File: config.mk
export PLATFORM = sky130hd
export DESIGN_NAME = dnc_core
export DESIGN_NICKNAME = d
export VERILOG_FILES = /design/src/inc/dnc_pkg.sv /design/src/hdl/dnc_core.sv /design/src/hdl/dnc_fall_det.sv
export VERILOG_INCLUDE_DIRS = /design/src /design/src/inc
export SDC_FILE = /design/constraint.sdc
export NUM_CORES = 1
export LEC_CHECK = 0
export BUFFER_PORTS_ARGS = -buffer_cell sky130_fd_sc_hd__buf_4
export CAP_MARGIN = 20
export CORE_MARGIN = 2
export CORE_UTILIZATION = 35
export CTS_CLUSTER_SIZE = 40
export DETAILED_ROUTE_END_ITERATION = 8
export PLACE_DENSITY_LB_ADDON = 0.12
export SYNTH_ARGS = -nofsm -noshare
export SYNTH_HDL_FRONTEND = slang
export SYNTH_HIERARCHICAL = 1
export SYNTH_SLANG_ARGS = --single-unit
export TNS_END_PERCENT = 10
File: constraint.sdc
create_clock -name sys_clk -period 1.45 [get_ports sys_clk]
set_input_delay 0.0725 -clock sys_clk [delete_from_list [all_inputs] [get_ports sys_clk]]
set_output_delay 0.0725 -clock sys_clk [all_outputs]
set_load 0.005 [all_outputs]
File: src/inc/dnc_params.svh
`ifndef DNC_PARAMS_SVH
`define DNC_PARAMS_SVH

// Regions of the dsp_module in the core address map
`define DNC_RAM_BASE 32'hfffe0000
`define DNC_RAM_END 32'hfffe1000
`define DNC_DREG_BASE 32'hffff8000
`define DNC_DREG_END 32'hffff8028
`define DNC_CTRL_BASE 32'hffff9000
`define DNC_CTRL_END 32'hffff9014

// Byte offsets inside the control/status region
`define DNC_OFF_LIST_STAT 12'h000
`define DNC_OFF_EXT_HOLD 12'h004
`define DNC_OFF_HALT_STAT 12'h008
`define DNC_OFF_HALT_MASK 12'h00c
`define DNC_OFF_NMI_ABORT 12'h010

// Field positions
`define DNC_BIT_RUN 0
`define DNC_BIT_HOLD 0
`define DNC_BIT_HALT 0
`define DNC_BIT_EXT 0
`define DNC_BIT_UND 1
`define DNC_BIT_ERR 2

// Reset values
`define DNC_RST_REG16 16'h0000
`define DNC_RST_NMI 3'h0
`define DNC_RST_BIT 1'h0
`define DNC_RST_PIN 1'h1

`endif

File: src/inc/dnc_pkg.sv
package dnc_pkg;

  typedef enum logic [1:0] {
    DNC_RGN_NONE,
    DNC_RGN_RAM,
    DNC_RGN_DREG,
    DNC_RGN_CTRL
  } dnc_region_t;

  typedef struct packed {
    logic halt;
    logic mask;
    logic [2:0] nmi;
    logic hold;
    logic run_d;
    logic [15:0] rdata;
    logic irq;
    logic nmi_req;
    logic abort;
    logic ovf_clr;
    dnc_region_t region;
  } dnc_state_t;

  typedef struct packed {
    logic prev;
  } dnc_edge_state_t;

endpackage

File: src/hdl/dnc_core.sv
`timescale 1ns/1ps
`default_nettype none
`include "dnc_params.svh"

module dnc_core
  import dnc_pkg::*;
(
  input wire logic sys_clk,
  input wire logic rst_b,
  input wire logic ce,
  input wire logic [31:0] reg_addr,
  input wire logic [15:0] reg_wdata,
  input wire logic reg_wr,
  input wire logic reg_rd,
  output logic [15:0] reg_rdata,
  input wire logic list_run,
  input wire logic undefined_instr,
  input wire logic ext_nmi_b,
  output logic halt_irq_req,
  output logic nmi_req,
  output logic list_abort,
  output logic ovf_clear,
  output logic ext_hold,
  output dnc_region_t dsp_region
);

  dnc_state_t s_r;
  dnc_state_t s_nxt;
  logic ext_fall;

  function automatic dnc_region_t dnc_decode(input logic [31:0] addr);
    if (addr >= `DNC_RAM_BASE && addr < `DNC_RAM_END) begin
      dnc_decode = DNC_RGN_RAM;
    end else if (addr >= `DNC_DREG_BASE && addr < `DNC_DREG_END) begin
      dnc_decode = DNC_RGN_DREG;
    end else if (addr >= `DNC_CTRL_BASE && addr < `DNC_CTRL_END) begin
      dnc_decode = DNC_RGN_CTRL;
    end else begin
      dnc_decode = DNC_RGN_NONE;
    end
  endfunction

  function automatic logic ctrl_hit(input logic [31:0] addr,
                                    input logic [11:0] off);
    ctrl_hit = (dnc_decode(addr) == DNC_RGN_CTRL) && (addr[11:0] == off);
  endfunction

  dnc_fall_det u_nmi_edge (
    .sys_clk(sys_clk),
    .rst_b(rst_b),
    .ce(ce),
    .pin_b(ext_nmi_b),
    .fall(ext_fall)
  );

  logic halt_evt;
  logic busy_err;
  logic acc;
  dnc_region_t rgn;
  logic [2:0] nmi_set;

  always_comb begin
    acc = reg_rd || reg_wr;
    rgn = dnc_decode(reg_addr);
    halt_evt = s_r.run_d && !list_run;
    // Control region stays reachable while the list runs
    busy_err = acc && list_run &&
               (rgn == DNC_RGN_RAM || rgn == DNC_RGN_DREG);
    nmi_set = 3'h0;
    nmi_set[`DNC_BIT_ERR] = busy_err;
    nmi_set[`DNC_BIT_UND] = undefined_instr;
    nmi_set[`DNC_BIT_EXT] = ext_fall;
  end

  always_comb begin
    s_nxt = s_r;
    s_nxt.run_d = list_run;
    s_nxt.abort = 1'b0;
    s_nxt.ovf_clr = 1'b0;
    s_nxt.region = acc ? rgn : DNC_RGN_NONE;
    if (reg_rd) begin
      s_nxt.rdata = `DNC_RST_REG16;
      if (ctrl_hit(reg_addr, `DNC_OFF_LIST_STAT)) begin
        s_nxt.rdata[`DNC_BIT_RUN] = list_run;
      end else if (ctrl_hit(reg_addr, `DNC_OFF_EXT_HOLD)) begin
        s_nxt.rdata[`DNC_BIT_HOLD] = s_r.hold;
      end else if (ctrl_hit(reg_addr, `DNC_OFF_HALT_STAT)) begin
        s_nxt.rdata[`DNC_BIT_HALT] = s_r.halt;
        s_nxt.halt = 1'b0;
      end else if (ctrl_hit(reg_addr, `DNC_OFF_HALT_MASK)) begin
        s_nxt.rdata[`DNC_BIT_HALT] = s_r.mask;
      end else if (ctrl_hit(reg_addr, `DNC_OFF_NMI_ABORT)) begin
        s_nxt.rdata[2:0] = s_r.nmi;
        s_nxt.nmi = `DNC_RST_NMI;
      end
    end
    if (reg_wr) begin
      if (ctrl_hit(reg_addr, `DNC_OFF_EXT_HOLD)) begin
        s_nxt.hold = reg_wdata[`DNC_BIT_HOLD];
      end else if (ctrl_hit(reg_addr, `DNC_OFF_HALT_MASK)) begin
        s_nxt.mask = reg_wdata[`DNC_BIT_HALT];
      end else if (ctrl_hit(reg_addr, `DNC_OFF_NMI_ABORT)) begin
        s_nxt.abort = 1'b1;
        s_nxt.ovf_clr = 1'b1;
        s_nxt.hold = 1'b0;
        s_nxt.halt = 1'b0;
        s_nxt.mask = 1'b0;
      end
    end
    // Events win over any clear in the same cycle
    if (halt_evt) begin
      s_nxt.halt = 1'b1;
    end
    s_nxt.nmi = s_nxt.nmi | nmi_set;
    s_nxt.irq = s_nxt.halt && s_nxt.mask;
    s_nxt.nmi_req = |s_nxt.nmi;
  end

  always_ff @(posedge sys_clk or negedge rst_b) begin
    if (!rst_b) begin
      s_r.halt <= `DNC_RST_BIT;
      s_r.mask <= `DNC_RST_BIT;
      s_r.nmi <= `DNC_RST_NMI;
      s_r.hold <= `DNC_RST_BIT;
      s_r.run_d <= `DNC_RST_BIT;
      s_r.rdata <= `DNC_RST_REG16;
      s_r.irq <= `DNC_RST_BIT;
      s_r.nmi_req <= `DNC_RST_BIT;
      s_r.abort <= `DNC_RST_BIT;
      s_r.ovf_clr <= `DNC_RST_BIT;
      s_r.region <= DNC_RGN_NONE;
    end else if (ce) begin
      s_r <= s_nxt;
    end
  end

  assign reg_rdata = s_r.rdata;
  assign halt_irq_req = s_r.irq;
  assign nmi_req = s_r.nmi_req;
  assign list_abort = s_r.abort;
  assign ovf_clear = s_r.ovf_clr;
  assign ext_hold = s_r.hold;
  assign dsp_region = s_r.region;

  logic rd_halt;
  logic rd_nmi;
  logic wr_abort;
  assign rd_halt = reg_rd && ctrl_hit(reg_addr, `DNC_OFF_HALT_STAT);
  assign rd_nmi = reg_rd && ctrl_hit(reg_addr, `DNC_OFF_NMI_ABORT);
  assign wr_abort = reg_wr && ctrl_hit(reg_addr, `DNC_OFF_NMI_ABORT);
endmodule // dnc_core

`default_nettype wire

File: src/hdl/dnc_fall_det.sv
`timescale 1ns/1ps
`default_nettype none
`include "dnc_params.svh"

module dnc_fall_det
  import dnc_pkg::*;
(
  input wire logic sys_clk,
  input wire logic rst_b,
  input wire logic ce,
  input wire logic pin_b,
  output logic fall
);

  dnc_edge_state_t s_r;
  dnc_edge_state_t s_nxt;

  always_comb begin
    s_nxt = s_r;
    s_nxt.prev = pin_b;
  end

  always_ff @(posedge sys_clk or negedge rst_b) begin
    if (!rst_b) begin
      s_r.prev <= `DNC_RST_PIN;
    end else if (ce) begin
      s_r <= s_nxt;
    end
  end

  // High to low seen between two enabled samples
  assign fall = ce && s_r.prev && !pin_b;

endmodule // dnc_fall_det

`default_nettype wire

### Word-level counts from Yosys, hierarchy flattened

Index checks and enable logic that the tools add are counted.

| operators by class | value |
|---|---|
| order comparisons | 6 |
| equal/unequal tests | 15 |
| muxes and demuxes | 57 |
| bitwise operators | 1 |
| reduce and logical (&&, ||, !) cells | 26 |

Operators with widths:

| operator | count |
|---|---|
| $ge 32x32->1 const B | 3 |
| $lt 32x32->1 const B | 3 |
| $mux 2 | 36 |
| $eq 12x4->1 const B | 2 |
| $mux 3 | 7 |
| $eq 2x2->1 const B | 9 |
| $logic_and 1x1->1 | 17 |
| $mux 1 | 14 |
| $eq 12x3->1 const B | 1 |
| $eq 12x5->1 const B | 1 |
| $logic_not 12->1 | 1 |
| $reduce_and 4->1 | 1 |
| $or 3x3->3 | 1 |
| $reduce_or 3->1 | 1 |
| $eq 2x1->1 const B | 1 |
| $logic_not 1->1 | 2 |
| $logic_or 1x1->1 | 2 |
| $ne 2x2->1 const B | 1 |
| $reduce_and 2->1 | 1 |
| $reduce_bool 2->1 | 1 |

| storage, ports and cells | value |
|---|---|
| bits in registers | 17 |
| bits of input ports | 56 |
| output and inout port bits | 23 |

### Logic depth before layout (Yosys ltp)

| depth | value |
|---|---|
| depth after elaboration | 38 |
| gate-level depth with buffers | 10 |

### By module

Netlist, hierarchy kept.

By module, submodules not included:

| module | times used | cells an instance | area each (um2) | seq. area each (um2) |
|---|---|---|---|---|
| dnc_core | 1 | 125 | 1147.4 | 375.4 |
| dnc_fall_det | 1 | 3 | 51.3 | 26.3 |

### Least setup slack after synthesis

No wires, ideal clock.

| timing path | value |
|---|---|
| path kind | input-to-reg |
| from | input reg_addr[3] |
| to | register s_r[26] (netlist name) |
| setup time | 121 ps |
| data arrival time | 2042 ps |
| required time | 1329 ps |
| setup slack | -712 ps |
| stages | 10 |
| buffers on the path | 1 |
| cells stage by stage | buf_2 > o21a_1 > o41ai_1 > o211a_1 > nor2b_1 > ha_1 > nor3b_1 > nand4_2 > or3_1 > a22o_1 |

| on the way | value |
|---|---|
| word-level cells in the longest chain between the ends | 19 |
| elaborated cells on any way between the ends | 53 |
| those cells by class | order compare (6); eq/ne (11); mux (24); bitwise (1); reduce/logical (11) |

RTL lines:

| element | line | text |
|---|---|---|
| start, declared | dnc_core.sv:11 | `input wire logic [31:0] reg_addr,` |
| $ge 32x32->1 (no source line) / $lt 32x32->1 (equally long branches) | - |  |
| $logic_and 1x1->1 (no source line) | - |  |
| $mux 2 | dnc_core.sv:36 | `` end else if (addr >= `DNC_CTRL_BASE && addr < `DNC_CTRL_END) begin `` |
| $mux 2 | dnc_core.sv:34 | `` end else if (addr >= `DNC_DREG_BASE && addr < `DNC_DREG_END) begin `` |
| $mux 2 | dnc_core.sv:32 | `` if (addr >= `DNC_RAM_BASE && addr < `DNC_RAM_END) begin `` |
| $mux 2 | dnc_core.sv:90 | `` end else if (ctrl_hit(reg_addr, `DNC_OFF_HALT_MASK)) begin `` |
| $mux 2 | dnc_core.sv:87 | `` end else if (ctrl_hit(reg_addr, `DNC_OFF_HALT_STAT)) begin `` |
| $mux 2 | dnc_core.sv:85 | `` end else if (ctrl_hit(reg_addr, `DNC_OFF_EXT_HOLD)) begin `` |
| [3 not listed] | - |  |
| $logic_and 1x1->1 | dnc_core.sv:45 | `ctrl_hit = (dnc_decode(addr) == DNC_RGN_CTRL) && (addr[11:0] == off);` |
| $mux 3 | dnc_core.sv:92 | `` end else if (ctrl_hit(reg_addr, `DNC_OFF_NMI_ABORT)) begin `` |
| $mux 3 | dnc_core.sv:90 |  |
| $mux 3 | dnc_core.sv:87 |  |
| $mux 3 | dnc_core.sv:85 |  |
| $mux 3 | dnc_core.sv:83 | `` if (ctrl_hit(reg_addr, `DNC_OFF_LIST_STAT)) begin `` |
| $mux 3 | dnc_core.sv:81 | `if (reg_rd) begin` |
| $or 3x3->3 (*) | dnc_core.sv:114 | `s_nxt.nmi = s_nxt.nmi \| nmi_set;` |
| end signal, assigned | dnc_core.sv:133 | `s_r <= s_nxt;` |
| end, declared | dnc_core.sv:27 | `dnc_state_t s_r;` |

Every way passes the cells marked *; elsewhere a longest branch is shown, timed or not. The select of a mux whose other input is x is not followed.
A chain may end at the register's enable or synchronous reset.

### Worst setup path in the final report

| timing path | value |
|---|---|
| from | input reg_addr[11] |
| to | register s_r[26] (netlist name) |

Same word-level chain as after synthesis.

==> key figures <==
Synthesis
  – YS warnings: 6
  – Async S/R FF share, synth: 100.0%
  – Synthesized area per cell: 9.364 µm²
  – Most used DFF post-synth: dfrtp_1
  – Mapped Area: 1199 µm²
  – Sequential fraction of the synthesis area: 33.51%
  – Post-synth EDFFs: 0
  – Flops & latches, synth: 16
  – Netlist cell types: 46
  – Mapped Cells: 128

STA
  – Final worst slack: -0.3710 ns
  – Slew Viols, Final: 0
  – Count of final setup violators: 12
  – Tcrit/Tclk final: 125.6%
  – RSZ-0062 raised after global routing: yes
  – Final Skew: 0.004829 ns
  – Fmax: 549.1 MHz
  – Minimum clock period: 1.821 ns
  – Endpoints failing hold: 0
  – Setup tns final: -2.561 ns
  – Hold WS: 0.02201 ns

Floorplan
  – Initial Util: 36.21%
  – Core area: 3311 µm²
  – # IOs: 79
  – Die H: 62.52 µm
  – Overall die width: 62.52 µm
  – Total die area: 3909 µm²
  – Row cnt: 21

Placed design
  – Post-place setup slack: -0.7190 ns
  – IO Port Bufs: 50
  – HPWL after DPL: 2463 µm
  – DP Area: 1633 µm²
  – Routability Congestion: 0.8717

Job
  – Max-cap violations: 0

Final layout
  – Design area: 1688 µm²
  – Commonest non-fill, non-tap cell in the layout: buf_4
  – Area Overhead vs Synth: 40.81%
  – Final core utilization: 50.98%
  – Most frequent cells in the layout: buf_4, dfrtp_1, conb_1
  – Diode count: 0
  – Fin nets: 245
  – Fraction of layout cells with a size suffix above 1: 45.99%
  – Filler cells: 328

CTS
  – TritonCTS clock tree: yes
  – H-tree depth: 1
  – Root buf cell: clkbuf_4
  – Clock Latency Late Sink: 0.29 ns
  – Clock net sink count: 16
  – # Post-CTS Setup Buffers: 0
  – Max Root-Sink Buffers: 2
  – Worst-path clk slew: 0.10 ns
  – Num CTS Buffers: 3

Detailed routing
  – Via/cell ratio: 5.039
  – Drt wl/cell: 12.76 µm
  – Drt pass-1 iters: 4
  – Iteration-0 DRC Markers: 71
  – Via count: 1174
  – DRC: 0
  – Post-route ant nets: 0
  – WL final: 2973 µm

Setup path
  – Delay-heaviest family, CP: simple AND/OR/NAND/NOR gates
  – WP data required: 1.63 ns
  – CP Capture Type: register
  – Critical Path Start Type: input port
  – Arr. time, crit path: 2.01 ns
  – CP Max Fanout: 4
  – WS Path Type: in -> reg
  – Cell Chain, Critical Path: buf_4, nor4_4, and3_1, o211a_1, nor2b_2, ha_1, nor3b_4, nand4_2, or3_1, a22o_1
  – CP max stage delay: 0.38 ns
  – Worst-path cell with the longest stage delay: or3_1
  – CP bufs+invs: 1

Run status
  – Status: finished, violations left
  – Violated checks: setup timing

Pwr
  – IR Drop Worst-Case VDD: 0.0005293 V
  – PwrDens: 629.6 nW/µm²
  – Static Leakage: 0.0008193 µW

GRT
  – GR Util All Layers: 16.21%
  – Largest net degree at the start of global routing: 20
  – First-pass GRT wire length: 5223 µm
  – Layer with the highest usage: met2
  – Vias in the first global route: 1180
  – Grt met1 use: 18.89%
  – Total gr overflow: 0
  – Grt met2 use: 28.90%
  – Antenna violations before repair: 0
  – Met3 usage in global routing: 5.405%

Hold path
  – Worst Hold Class: in -> reg
## cell usage after synthesis (all sizes together) (2+ instances only)
cell type | n | area [µm²]
a21oi | 3 | 15.01
a22o | 5 | 43.79
a31o | 2 | 17.52
a31oi | 2 | 12.51
a41oi | 2 | 17.52
and3 | 2 | 12.51
buf | 23 | 175.2
dfrtp | 15 | 375.4
inv | 5 | 18.77
mux2 | 3 | 37.53
nand2 | 6 | 22.52
nand3 | 3 | 15.01
nand3b | 3 | 22.52
nand4 | 5 | 37.53
nor2 | 11 | 41.29
nor2b | 4 | 25.02
nor4b | 3 | 41.29
o21ai | 5 | 25.02
o31ai | 2 | 15.01
o41ai | 2 | 17.52
or3 | 2 | 12.51
## logic make-up after synthesis
logic type | count (synthesis) | synth area share, %
and+or+nand+nor | 46 | 25.05
AOI/OAI and AO/OA | 33 | 20.77
buffers and inverters | 28 | 16.18
DFF | 16 | 33.51
muxes | 3 | 3.131
adders and majority gates | 1 | 1.044
other | 1 | 0.3129
## final cells by class
cell class	instances	area [µm²]	share of cell area [%]
inverter	5	18.77	1.112
multi-input combinational	96	675.6	40.03
clock buffer	4	36.28	2.150
timing repair buffer	66	498.0	29.50
sequential	16	401.6	23.80
tap	46	57.56	3.410
## what timing repair did
| action | CTS | global route |
|---|---|---|
| hold buffers | 1 | 0 |
| endpoints found under the hold margin | 16 | 0 |
| pin swaps | 1 | 0 |
| gates cloned | 0 | 0 |
| resized for setup | 2 | 2 |
| setup endpoints to repair | 12 | 12 |
## worst paths after layout
path,end,start,depth (start not counted),slack [ns]
worst max-delay path,s_r[26],reg_addr[11],10,-0.37
worst min-delay path,u_nmi_edge/s_r,ext_nmi_b,2,0.02
worst min register to register,dsp_region[0],dsp_region[0],2,0.49
min in group asynchronous,ext_hold,rst_b,2,0.18
worst max register to register,halt_irq_req,s_r[22],4,0.32
max in group asynchronous,u_nmi_edge/s_r,rst_b,2,1.01
## stage by stage
step / cells / total power, µW
final: 233 / 1063
after global routing: 233 / 1129
after CTS: 233 / 1080
after detailed placement: 228 / 775.4
after global placement: 228 / 773.3
after floorplan: 140 / 638.9
## report_power, final
group	total, µW	leakage (µW)	internal, µW	switching, µW
Combinational	276	0.000611	154	122
Clock	294	0.0000210	153	141
Sequential	493	0.000187	474	19.1
Total	1060	0.000819	781	282
## per-layer routing
layer  vias to the layer above  routed length (µm)
met4                         0                  52
met3                         8                 196
met1                       558                1264
met5                         -                   0
li1                        569                   -
met2                        39                1460
## sequential cells by signal, summed over array words and instances (netlist names)
register        cells
halt_irq_req        1
ovf_clear           1
reg_rdata           3
u_nmi_edge/s_r      1
nmi_req             1
ext_hold            1
s_r                 6
dsp_region          2
Note: power is estimated with default switching activity, not from simulation.
